$ cat src/hdl/spwm_pkg.sv
package spwm_pkg;

    // ****************************************************************
    // Geometry and defaults
    // ****************************************************************
    localparam int SPWM_POS_W = 32;
    localparam int SPWM_NUM_CAM = 3;
    localparam int SPWM_NUM_LIM = 3;
    localparam int SPWM_NUM_SOUT = 8;
    localparam int SPWM_NUM_SIN = 8;
    localparam int SPWM_CLK_MHZ = 100;
    // Delay given in ms; cycles per ms derived from the clock rate
    localparam int SPWM_DELAY_MS_DEF = 0;
    localparam int SPWM_CYC_PER_MS = SPWM_CLK_MHZ * 1000;
    localparam int SPWM_DELAY_W = 16;

    // ****************************************************************
    // Encodings
    // ****************************************************************
    // Activation source of one instance
    typedef enum logic [1:0] {
        SPWM_ACT_NEVER = 2'b00,
        SPWM_ACT_INPUT = 2'b01,
        SPWM_ACT_BUS = 2'b10
    } spwm_act_t;

    // Selected fault reaction
    typedef enum logic [1:0] {
        SPWM_FR_TORQUE_OFF = 2'b01,
        SPWM_FR_STOP_ONE = 2'b10,
        SPWM_FR_STOP_TWO = 2'b11
    } spwm_fr_t;

    // Internal state field of a limited-position instance
    typedef enum logic [1:0] {
        SPWM_ST_IDLE = 2'b00,
        SPWM_ST_ACTIVE = 2'b01,
        SPWM_ST_FAILED = 2'b10
    } spwm_state_t;

    // Status source index for output mapping: cams 0..2, limits 3..5
    localparam int SPWM_NUM_STAT = SPWM_NUM_CAM + SPWM_NUM_LIM;
    localparam int SPWM_SEL_W = 3;
    localparam logic [SPWM_SEL_W-1:0] SPWM_SEL_NONE = 3'h7;

endpackage

$ cat src/hdl/spwm_cfg_if.sv
`timescale 1ns/100ps
// Configuration and result of one limited-position instance
interface spwm_lim_if;
    import spwm_pkg::*;
    logic signed [SPWM_POS_W-1:0] upper;
    logic signed [SPWM_POS_W-1:0] lower;
    spwm_act_t act_sel;
    logic act_req;
    logic [SPWM_DELAY_W-1:0] delay_ms;
    logic active;
    logic fault;
    spwm_state_t state;
    modport top (output upper, output lower, output act_sel, output act_req, output delay_ms,
                 input active, input fault, input state);
    modport mon (input upper, input lower, input act_sel, input act_req, input delay_ms,
                 output active, output fault, output state);
endinterface

$ cat src/hdl/spwm_limit_mon.sv
`timescale 1ns/100ps
module spwm_limit_mon
    import spwm_pkg::*;
#(
    parameter int CYC_PER_MS = SPWM_CYC_PER_MS
) (
    input wire logic clk_in,
    input wire logic rst_b_in,
    input wire logic signed [SPWM_POS_W-1:0] pos_in,
    input wire logic pos_valid_in,
    spwm_lim_if.mon lim
);

    // ****************************************************************
    // Activation, start delay and fault latch
    // ****************************************************************
    localparam int MS_W = $clog2(CYC_PER_MS + 1);
    logic [MS_W-1:0] ms_cnt;
    logic [SPWM_DELAY_W-1:0] ms_left;
    logic enabled;
    logic armed;
    logic outside;
    spwm_state_t state;

    initial begin
        if (CYC_PER_MS < 1) begin
            $error("CYC_PER_MS must be at least one");
        end
    end

    // Never active keeps the instance idle whatever the request
    assign enabled = (lim.act_sel != SPWM_ACT_NEVER) && lim.act_req;
    // Inclusive window, taken on each new sample
    assign outside = (pos_in > lim.upper) || (pos_in < lim.lower);

    // Start delay counts whole ms after activation
    always_ff @(posedge clk_in or negedge rst_b_in) begin
        if (!rst_b_in) begin
            ms_cnt <= '0;
            ms_left <= '0;
            armed <= 1'b0;
        end else if (!enabled) begin
            ms_cnt <= '0;
            ms_left <= lim.delay_ms;
            armed <= 1'b0;
        end else if (ms_left == '0) begin
            armed <= 1'b1;
        end else if (ms_cnt == MS_W'(CYC_PER_MS - 1)) begin
            ms_cnt <= '0;
            ms_left <= ms_left - 1'b1;
        end else begin
            ms_cnt <= ms_cnt + 1'b1;
        end
    end

    // Failed state holds while active; only deactivation leaves it
    always_ff @(posedge clk_in or negedge rst_b_in) begin
        if (!rst_b_in) begin
            state <= SPWM_ST_IDLE;
        end else if (!enabled) begin
            state <= SPWM_ST_IDLE;
        end else if (state == SPWM_ST_FAILED) begin
            state <= SPWM_ST_FAILED;
        end else if (armed && pos_valid_in && outside) begin
            state <= SPWM_ST_FAILED;
        end else begin
            state <= SPWM_ST_ACTIVE;
        end
    end

    assign lim.state = state;
    assign lim.active = (state != SPWM_ST_IDLE);
    assign lim.fault = (state == SPWM_ST_FAILED);

endmodule

$ cat src/hdl/spwm_monitor.sv
`timescale 1ns/100ps
// Overview of operation
// - Limited-position fault selects reaction: torque off default, or stop one/two.
// - On fault the limited-position instance stays active, state becomes failed (2).
// - Status flags reach safe outputs only when mapped; outputs pair to dual channel.
// - Cam instances only monitor, never fault, always active once configured.
// - Cam flag high while position lies between lower and upper limit.
// - Three independent cam instances with own limits and flags.
// - Each limited-position instance picks input or fieldbus as activation source.
// - Reaction sources: safety functions, I/O failures, critical internal failures.
// - Torque off and stop one stay available; configuration cannot disable them.
// - Limited-position faults when position leaves window while active.
// - Monitoring start may be delayed by a configured time in ms.
module spwm_monitor
    import spwm_pkg::*;
#(
    parameter int CYC_PER_MS = SPWM_CYC_PER_MS
) (
    input wire logic clk_in,
    input wire logic rst_b_in,
    input wire logic signed [SPWM_POS_W-1:0] pos_in,
    input wire logic pos_valid_in,
    input wire logic [SPWM_NUM_SIN-1:0] safe_in,
    input wire logic [SPWM_NUM_LIM-1:0] bus_act_in,
    input wire logic io_fail_in,
    input wire logic internal_fail_in,
    input wire logic [SPWM_NUM_CAM-1:0] cam_cfg_in,
    input wire logic [SPWM_NUM_CAM*SPWM_POS_W-1:0] cam_upper_limit_in,
    input wire logic [SPWM_NUM_CAM*SPWM_POS_W-1:0] cam_lower_limit_in,
    input wire logic [SPWM_NUM_LIM*SPWM_POS_W-1:0] position_upper_limit_in,
    input wire logic [SPWM_NUM_LIM*SPWM_POS_W-1:0] position_lower_limit_in,
    input wire logic [SPWM_NUM_LIM*2-1:0] lim_act_sel_in,
    input wire logic [SPWM_NUM_LIM*3-1:0] lim_input_idx_in,
    input wire logic [SPWM_NUM_LIM*SPWM_DELAY_W-1:0] monitor_start_delay_in,
    input wire logic [SPWM_NUM_LIM*2-1:0] lim_reaction_in,
    input wire logic [SPWM_NUM_SOUT*SPWM_SEL_W-1:0] sout_map_in,
    input wire logic [SPWM_NUM_SOUT/2-1:0] sout_dual_in,
    input wire logic [31:0] irq_clear_in,
    input wire logic irq_clear_wr_in,
    input wire logic [31:0] irq_enable_in,
    input wire logic irq_enable_wr_in,
    output logic [SPWM_NUM_CAM-1:0] window_hit_flag_out,
    output logic [SPWM_NUM_LIM-1:0] lim_active_out,
    output logic [SPWM_NUM_LIM*2-1:0] function_state_field_out,
    output logic safe_torque_off_out,
    output logic controlled_stop_one_out,
    output logic controlled_stop_two_out,
    output logic [SPWM_NUM_SOUT-1:0] safe_out,
    output logic [31:0] irq_status_out,
    output logic irq_out
);

    // ****************************************************************
    // Elaboration checks
    // ****************************************************************
    initial begin
        if (SPWM_NUM_SIN > 8 || (SPWM_NUM_SOUT % 2) != 0) begin
            $error("input index is 3 bits and outputs must pair");
        end
    end

    // Map a raw 2-bit code to a reaction; illegal codes fall back to torque off
    function automatic spwm_fr_t spwm_fr_decode(input logic [1:0] code);
        spwm_fr_t r;
        r = SPWM_FR_TORQUE_OFF;
        unique case (code)
            2'b10: r = SPWM_FR_STOP_ONE;
            2'b11: r = SPWM_FR_STOP_TWO;
            default: r = SPWM_FR_TORQUE_OFF;
        endcase
        return r;
    endfunction

    // ****************************************************************
    // Cam instances
    // ****************************************************************
    logic [SPWM_NUM_CAM-1:0] cam_hit;

    // Cams run whenever configured; no fault path exists at all
    always_ff @(posedge clk_in or negedge rst_b_in) begin
        if (!rst_b_in) begin
            cam_hit <= '0;
        end else begin
            for (int i = 0; i < SPWM_NUM_CAM; i++) begin
                if (!cam_cfg_in[i]) begin
                    cam_hit[i] <= 1'b0;
                end else if (pos_valid_in) begin
                    // Inclusive bounds, new sample only
                    cam_hit[i] <= (pos_in <= $signed(cam_upper_limit_in[i*SPWM_POS_W +: SPWM_POS_W])) &&
                        (pos_in >= $signed(cam_lower_limit_in[i*SPWM_POS_W +: SPWM_POS_W]));
                end
            end
        end
    end
    assign window_hit_flag_out = cam_hit;

    // ****************************************************************
    // Limited-position instances
    // ****************************************************************
    logic [SPWM_NUM_LIM-1:0] lim_fault;
    logic [SPWM_NUM_LIM-1:0] lim_active;
    logic [SPWM_NUM_LIM*2-1:0] lim_state;

    genvar g;
    generate
        for (g = 0; g < SPWM_NUM_LIM; g++) begin : gen_lim
            spwm_lim_if lif ();
            logic [2:0] in_idx;
            assign in_idx = lim_input_idx_in[g*3 +: 3];
            assign lif.upper = $signed(position_upper_limit_in[g*SPWM_POS_W +: SPWM_POS_W]);
            assign lif.lower = $signed(position_lower_limit_in[g*SPWM_POS_W +: SPWM_POS_W]);
            assign lif.act_sel = spwm_act_t'(lim_act_sel_in[g*2 +: 2]);
            assign lif.delay_ms = monitor_start_delay_in[g*SPWM_DELAY_W +: SPWM_DELAY_W];
            // Source chosen per instance
            assign lif.act_req = (lif.act_sel == SPWM_ACT_INPUT) ? safe_in[in_idx] :
                                 (lif.act_sel == SPWM_ACT_BUS) ? bus_act_in[g] : 1'b0;
            spwm_limit_mon #(
                .CYC_PER_MS(CYC_PER_MS)
            ) u_mon (
                .clk_in(clk_in),
                .rst_b_in(rst_b_in),
                .pos_in(pos_in),
                .pos_valid_in(pos_valid_in),
                .lim(lif)
            );
            assign lim_fault[g] = lif.fault;
            assign lim_active[g] = lif.active;
            assign lim_state[g*2 +: 2] = lif.state;
        end
    endgenerate

    always_ff @(posedge clk_in or negedge rst_b_in) begin
        if (!rst_b_in) begin
            lim_active_out <= '0;
            function_state_field_out <= '0;
        end else begin
            lim_active_out <= lim_active;
            function_state_field_out <= lim_state;
        end
    end

    // ****************************************************************
    // Fault reaction collection
    // ****************************************************************
    logic next_sto;
    logic next_ss1;
    logic next_ss2;

    // Per-instance reaction choice; failures always go to torque off
    always_comb begin
        next_sto = io_fail_in || internal_fail_in;
        next_ss1 = 1'b0;
        next_ss2 = 1'b0;
        for (int i = 0; i < SPWM_NUM_LIM; i++) begin
            if (lim_fault[i]) begin
                unique case (spwm_fr_decode(lim_reaction_in[i*2 +: 2]))
                    SPWM_FR_STOP_ONE: next_ss1 = 1'b1;
                    SPWM_FR_STOP_TWO: next_ss2 = 1'b1;
                    SPWM_FR_TORQUE_OFF: next_sto = 1'b1;
                endcase
            end
        end
    end

    // Torque off and stop one have no disable gate by design
    always_ff @(posedge clk_in or negedge rst_b_in) begin
        if (!rst_b_in) begin
            safe_torque_off_out <= 1'b0;
            controlled_stop_one_out <= 1'b0;
            controlled_stop_two_out <= 1'b0;
        end else begin
            safe_torque_off_out <= next_sto;
            controlled_stop_one_out <= next_ss1;
            controlled_stop_two_out <= next_ss2;
        end
    end

    // ****************************************************************
    // Safe output mapping
    // ****************************************************************
    logic [SPWM_NUM_STAT-1:0] stat_vec;
    logic [SPWM_NUM_SOUT-1:0] next_sout;
    assign stat_vec = {lim_active, cam_hit};

    // Unmapped outputs stay low; a dual pair follows its first channel
    always_comb begin
        next_sout = '0;
        for (int o = 0; o < SPWM_NUM_SOUT; o++) begin
            logic [SPWM_SEL_W-1:0] sel;
            sel = sout_map_in[o*SPWM_SEL_W +: SPWM_SEL_W];
            if (sout_dual_in[o/2] && (o % 2) == 1) begin
                next_sout[o] = next_sout[o-1];
            end else if (sel != SPWM_SEL_NONE && int'(sel) < SPWM_NUM_STAT) begin
                next_sout[o] = stat_vec[sel];
            end
        end
    end

    always_ff @(posedge clk_in or negedge rst_b_in) begin
        if (!rst_b_in) begin
            safe_out <= '0;
        end else begin
            safe_out <= next_sout;
        end
    end

    // ****************************************************************
    // Interrupts
    // ****************************************************************
    // Events: bit0..2 limit faults rising, bit3..5 cam changes, bit6 io, bit7 internal
    logic [7:0] evt;
    logic [SPWM_NUM_LIM-1:0] fault_d;
    logic [SPWM_NUM_CAM-1:0] cam_d;
    logic [7:0] irq_en;
    logic [7:0] irq_sts;

    always_ff @(posedge clk_in or negedge rst_b_in) begin
        if (!rst_b_in) begin
            fault_d <= '0;
            cam_d <= '0;
        end else begin
            fault_d <= lim_fault;
            cam_d <= cam_hit;
        end
    end
    assign evt = {internal_fail_in, io_fail_in, cam_hit ^ cam_d, lim_fault & ~fault_d};

    // Set wins over a clear in the same cycle
    always_ff @(posedge clk_in or negedge rst_b_in) begin
        if (!rst_b_in) begin
            irq_sts <= '0;
        end else if (irq_clear_wr_in) begin
            irq_sts <= (irq_sts & ~irq_clear_in[7:0]) | evt;
        end else begin
            irq_sts <= irq_sts | evt;
        end
    end

    always_ff @(posedge clk_in or negedge rst_b_in) begin
        if (!rst_b_in) begin
            irq_en <= '0;
        end else if (irq_enable_wr_in) begin
            irq_en <= irq_enable_in[7:0];
        end
    end

    assign irq_status_out = {24'h00_0000, irq_sts};
    assign irq_out = |(irq_sts & irq_en);

endmodule

$ cat config.mk
export PLATFORM = sky130hd
export DESIGN_NAME = spwm_monitor
export DESIGN_NICKNAME = d
export VERILOG_FILES = /design/src/hdl/spwm_pkg.sv /design/src/hdl/spwm_cfg_if.sv /design/src/hdl/spwm_limit_mon.sv /design/src/hdl/spwm_monitor.sv
export SDC_FILE = /design/constraint.sdc
export NUM_CORES = 1
export LEC_CHECK = 0
export BUFFER_PORTS_ARGS = -buffer_cell sky130_fd_sc_hd__clkbuf_2
export CELL_PAD_IN_SITES_DETAIL_PLACEMENT = 0
export CELL_PAD_IN_SITES_GLOBAL_PLACEMENT = 1
export CORE_AREA = 2 2 258 260
export CTS_CLUSTER_SIZE = 28
export DETAILED_ROUTE_END_ITERATION = 12
export DIE_AREA = 0 0 260 262
export PLACE_DENSITY = 0.73
export REMOVE_ABC_BUFFERS = 1
export SYNTH_ARGS = -nofsm -noshare
export SYNTH_HDL_FRONTEND = slang
export SYNTH_SLANG_ARGS = --single-unit
$ cat constraint.sdc
create_clock -name clk_in -period 5.63 [get_ports clk_in]
set_input_delay 0.8445 -clock clk_in [delete_from_list [all_inputs] [get_ports clk_in]]
set_output_delay 0.8445 -clock clk_in [all_outputs]
set_load 0.02 [all_outputs]
==> impl_metrics.yaml, run 1 <==
sta:
  hold_viol: 0
  drv_slew: 0
  clock.fmax_mhz: 267
  timing.hold.ws_ps: 335
  setup_viol: 0
  worst_pin_slew_ps: 1230
  grt_setup_unrepaired: "no"
  max_slew_margin_pct: 17.1
  tns_ps: 0
  clock_skew_ps: 18.7
  finalCriticalPeriod_ps: 3740
  timing.final.crit_share_pct: 66.5
clock_network:
  cts.hold.buffers_added: 0
  cts_tree: "built"
  root_buffer: "clkbuf_16"
  clk_pin_slew_ps: 70
  h-tree-depth: 4
  postCtsSetupBuffers: 0
  post_cts_resized: 0
  cts.sinks: 153
  clk_latency_ps: 450
  cts.path.max_buffers: 2
  cts-buffers-inserted: 17
synth:
  synthMuxAreaShare_pct: 3.37
  synth_top_area_share_pct: 26.7
  yosysUniqueCellTypes: 83
  netlist_area_um2: 18100
  synthArstFlopShare_pct: 100
  synth_top_family_by_area: "adder cells"
  synth_seq_cells: 153
  syn_inst: 2250
  synth_ff_type: "dfrtp_1"
  synth_warnings: 0
  ys_seq_area_share_pct: 21.1
  avgSynthCellArea_um2: 8.05
  synth_fa_ha_area_share_pct: 26.7
  synth_compound_area_share_pct: 19.0
  synth_area_leader_cell: "ha_1"
  yosys-top-cells-area: "ha_1, dfrtp_1, inv_1"
  synth_simple_gate_area_share_pct: 17.9
  synth-xor-area-share_pct: 1.35
  synth_edf_count: 0
floorplan:
  die_height_um: 262
  fp.dieW_um: 260
  rows: 94
  ios: 654
  coreArea_um2: 65300
  initial_utilization_pct: 27.7
  fp.dieArea_um2: 68100
final_layout:
  post-route-util_pct: 34.5
  area_delta_synth_final_pct: 24.2
  drive_above_1_share_pct: 24.1
  fin_area_um2: 22500
  final_net_count: 3810
setup_path:
  worstPathMaxFanout: 12
  worst-endpoint-required_ps: 5960
  reg2reg_slack_ps: 2710
  worst_ep_arrival_time_ps: 4070
  startpoint_type: "input port"
  setup.worst_path.end_class: "register"
  crit_type: "input port to register"
  timing.rr.start: "gen_lim[2].u_mon.ms_left[0]"
  r2r_cells: 9
  r2r-end: "gen_lim[2].u_mon.ms_cnt[15]"
drt:
  drc_errors: 0
  wire_per_inst_um: 19.5
  vias: 17900
  drt_first_iter_violations: 915
  totalWireLength_mm: 72.2
  drtPass1Iterations: 5
  via_per_inst: 4.81
  antenna_left: 0
global_route:
  grt_pass1_wl_mm: 106
  grt.total_usage_pct: 20.8
  globalRouteOverflowTotal: 0
  grt_max_degree: 60
  antenna_found_initial: 29
  grt_pass1_vias: 17600
power:
  ir_drop_mv: 0.203
  total_leakage_power_nw: 12.6
  p_per_area_nw_per_um2: 165
placement:
  routabilityCongestion: 0.863
  postPlaceCellArea_um2: 21900
  io_buffers: 581
  dp_hpwl_mm: 61.7
min_path:
  min_path_type: "input port to async pin"
outcome:
  status: "complete, no violations"
job:
  maxCapViolations: 0
## cells in the final DEF (no fill, tap or decap), drive strengths merged, types with 17 or more instances in the layout
cell,n
nor2,132
dfrtp,153
nand4,85
ha,387
inv,419
nand2,146
nand3,48
nor2b,25
nor3,48
o31ai,18
conb,24
o21ai,136
mux2,17
xnor2,18
nand2b,23
a21oi,183
a21o,82
nor4,17
clkbuf,598
## final cells by class
type                       instances  area [um2]
fill                            7066       42800
multi-input combinational       1647       12500
sequential                       153        3830
timing repair buffer             592        3000
inverter                         414        1550
tap                              864        1080
clock buffer                      18         439
clock inverter                    14         115
antenna                           10        25.0
## worst max path at each step
stage	start	end	slack [ps]	depth (start not counted)
6_report	pos_in[31]	gen_lim[0].u_mon.lim.state[1]	1890	9
5_1_grt	pos_in[31]	gen_lim[0].u_mon.lim.state[1]	1790	9
4_1_cts	pos_in[31]	gen_lim[0].u_mon.lim.state[1]	1910	9
3_5_place_dp	pos_in[31]	gen_lim[0].u_mon.lim.state[1]	1430	9
3_3_place_gp	pos_in[25]	gen_lim[0].u_mon.lim.state[1]	1450	9
2_1_floorplan	lim_input_idx_in[6]	gen_lim[2].u_mon.ms_left[1]	2220	6
## kinds of logic after synthesis
family	count (synthesis)
AOI/OAI and AO/OA	548
xor gates and xnor gates	28
adders and majority gates	387
buffers and inverters	473
muxes	41
other	1
DFF	153
and+or+nand+nor	619
## power by group
part	total [mW]	switching [mW]	internal (mW)
Clock	1.11	0.528	0.586
Combinational	1.32	0.750	0.568
Sequential	1.28	0.0923	1.19
Total	3.71	1.37	2.34
## synthesized netlist by cell type, drive strengths merged, types with 18 or more instances
cell	count
nand4	85
nand3	48
nor2b	25
nor2	132
a21o	82
xnor2	18
o31ai	18
buf	44
ha	387
dfrtp	153
inv	414
nand2b	23
a21oi	183
o21ai	136
nand2	146
nor3	48
## flip-flops by register name, summed over array words and instances (netlist names)
name and cells:
cam_d 3, gen_lim.u_mon.lim.state 6, irq_en 8, irq_sts 8, gen_lim.u_mon.ms_cnt 51, fault_d 3, gen_lim.u_mon.ms_left 48, controlled_stop_one_out 1
window_hit_flag_out 3, controlled_stop_two_out 1, gen_lim.u_mon.armed 3, function_state_field_out 6, safe_out 8, lim_active_out 3, safe_torque_off_out 1
## metrics by stage
| stage | setup slack, ps | std cells | total power [mW] |
|---|---|---|---|
| final | 1890 | 3712 | 3.71 |
| after global routing | 1790 | 3708 | 3.99 |
| after CTS | 1910 | 3702 | 3.76 |
| after detailed placement | 1430 | 3670 | 2.62 |
| after global placement | 1450 | 3670 | 2.62 |
| after floorplan | 2220 | 2214 | 2.03 |
## routing by layer
layer  up-vias  GRT usage, %  wire length [um]
met5         -             0                59
met4        10          5.83              1600
met3        80          4.48              4790
met2       581          36.2             34300
met1      8116          25.8             31500
li1       9082             -                 -
## worst max-delay path, stage by stage
cell      delay (ps)
clkbuf_2         330
ha_1             600
and4_1           260
nand4_1          250
or4_1            710
or3_1            440
o311ai_0         150
a31oi_1          260
and2_1           220
Power figures use the tool's default switching activity.
==> inputs of run 2 (changes only) <==
- CORE_AREA: 2 2 258 260 -> 2 2 253 255
- DIE_AREA: 0 0 260 262 -> 0 0 255 257
- PLACE_DENSITY: 0.73 -> 0.75
- clock period: 5.63 -> 3.7 ns (I/O delays scaled with it)
==> run 2 against run 1 <==
First-iteration DRC count increased by 17%. Utilization increased by 1.9 points. Sequential power increased by 52%. Count of clock-buffer cells in the layout increased by 2. Non-clock buffer count increased by 41. Routed wire length decreased by 0.39%. Critical path type unchanged. Critical endpoint unchanged. Largest cell class unchanged.
==> impl_metrics.yaml, run 2 (synthesized netlist as in run 1, its figures left out) <==
setup_path:
  cpPeakStageDelay_ps: 650
  setup.worst_path.end_class: "register"
  r2r-end: "gen_lim[1].u_mon.ms_left[13]"
  critical-path-top-delay-family: "compound AO/OA/AOI/OAI gates"
  cp_slowest_cell: "o311ai_0"
  timing.rr.start: "gen_lim[1].u_mon.ms_left[8]"
  crit_end: "gen_lim[0].u_mon.lim.state[1]"
  crit_path_start: "pos_in[25]"
  worst-endpoint-required_ps: 4040
  reg2reg_slack_ps: 980
  crit_cells: 9
  cp.buffers_inverters: 1
  startpoint_type: "input port"
  worst_ep_arrival_time_ps: 3260
  r2r_cells: 6
  crit_type: "input port to register"
  worstPathMaxFanout: 6
  cp_cell_sequence: "clkbuf_2 > ha_1 > a21o_1 > a221o_1 > a221oi_1 > o21ai_0 > o311ai_0 > a31oi_1 > and2_1"
global_route:
  grt_pass1_wl_mm: 107
  globalRouteOverflowTotal: 0
  grt.total_usage_pct: 21.8
  grt_pass1_vias: 18200
  grt_max_degree: 95
  antenna_found_initial: 14
clock_network:
  post_cts_resized: 0
  root_buffer: "clkbuf_16"
  cts-buffers-inserted: 17
  cts.hold.buffers_added: 0
  cts.path.max_buffers: 2
  clk_pin_slew_ps: 70
  clk_latency_ps: 450
  postCtsSetupBuffers: 0
  cts.sinks: 153
  h-tree-depth: 4
  cts_tree: "built"
final_layout:
  largest_reg_flops: 51
  final_common_cell: "clkbuf_2"
  drive_above_1_share_pct: 25.2
  final_cell_mix: "clkbuf_2, inv_1, ha_1, a21oi_1, dfrtp_1"
  final_net_count: 3851
  fin_cells: 3729
  reg_top3: "gen_lim.u_mon.ms_cnt (51), gen_lim.u_mon.ms_left (48)"
  nFillCells: 6712
  regMostFlops: "gen_lim.u_mon.ms_cnt"
  post-route-util_pct: 36.4
  area_delta_synth_final_pct: 26.0
sta:
  hold_viol: 0
  clock.fmax_mhz: 342
  tns_ps: 0
  timing.final.crit_share_pct: 79.1
  worst_pin_slew_ps: 936
  setup_viol: 0
  drv_slew: 0
  finalCriticalPeriod_ps: 2930
  max_slew_margin_pct: 37.6
  clock_skew_ps: 12.0
  grt_setup_unrepaired: "no"
  setup_ws_ps: 773
drt:
  antenna_left: 0
  totalWireLength_mm: 71.9
  drtPass1Iterations: 5
  wire_per_inst_um: 19.3
  via_per_inst: 4.87
  drt_first_iter_violations: 1069
  drc_errors: 0
  vias: 18200
floorplan:
  fp.dieArea_um2: 65500
  coreArea_um2: 62700
  fp.dieW_um: 255
  rows: 92
  ios: 654
  initial_utilization_pct: 28.9
  die_height_um: 257
placement:
  dp_hpwl_mm: 62.4
  dp.cells: 3693
  routabilityCongestion: 0.896
  dp_slack_ps: 245
  io_buffers: 581
power:
  ir_drop_mv: 0.196
  p_per_area_nw_per_um2: 255
  total_leakage_power_nw: 12.8
outcome:
  status: "complete, no violations"
job:
  maxCapViolations: 0
min_path:
  min_path_type: "input port to async pin"
-- run 2: changes by cell type in the layout (fill, tap and decap cells not counted), sizes merged --
cell      change
buf          +41
clkinvlp      -2
inv           +2
clkbuf        +2
bufinv        +1
diode         -6
clkinv        -3
-- run 2: worst min-delay path by stage --
stage | from | to | slack [ps] | cells past startpoint
2_1_floorplan | rst_b_in | cam_d[0] | 260 | 0
3_3_place_gp | gen_lim[1].u_mon.lim.state[0] | function_state_field_out[2] | 380 | 0
3_5_place_dp | gen_lim[0].u_mon.lim.state[0] | function_state_field_out[0] | 390 | 0
4_1_cts | rst_b_in | irq_sts[1] | 250 | 1
5_1_grt | rst_b_in | irq_sts[1] | 280 | 1
6_report | rst_b_in | irq_sts[1] | 210 | 1
-- run 2: power by group --
group,switching (mW),internal (mW),total [mW]
Combinational,1.18,0.896,2.07
Sequential,0.135,1.81,1.94
Clock,0.802,1.00,1.81
-- run 2: final cells by class --
type	instances	area, um2	area share [%]
Tap cell	846	1060	4.64
Clock inverter	12	129	0.565
Antenna cell	4	10.0	0.0438
Inverter	414	1550	6.81
Timing Repair Buffer	633	3320	14.5
Sequential cell	153	3830	16.8
Multi-Input combinational cell	1647	12500	54.6
Clock buffer	20	467	2.04
-- run 2: per-stage QoR --
stage	instance area, um2	total power, mW	hold slack [ps]
6_report	22800	5.82	211
5_1_grt	22800	6.25	279
4_1_cts	22800	5.89	251
3_5_place_dp	22200	4.05	391
3_3_place_gp	22200	4.04	383
2_1_floorplan	17800	3.09	259
-- run 2: metal layers --
metal  up-vias  wire [um]  global-route usage (%)
li1       9169          -                       -
met1      8320      30700                    27.3
met2       589      33900                    37.4
met3        89       5050                    4.47
met4         0       2280                    6.89
met5         -          0                       0
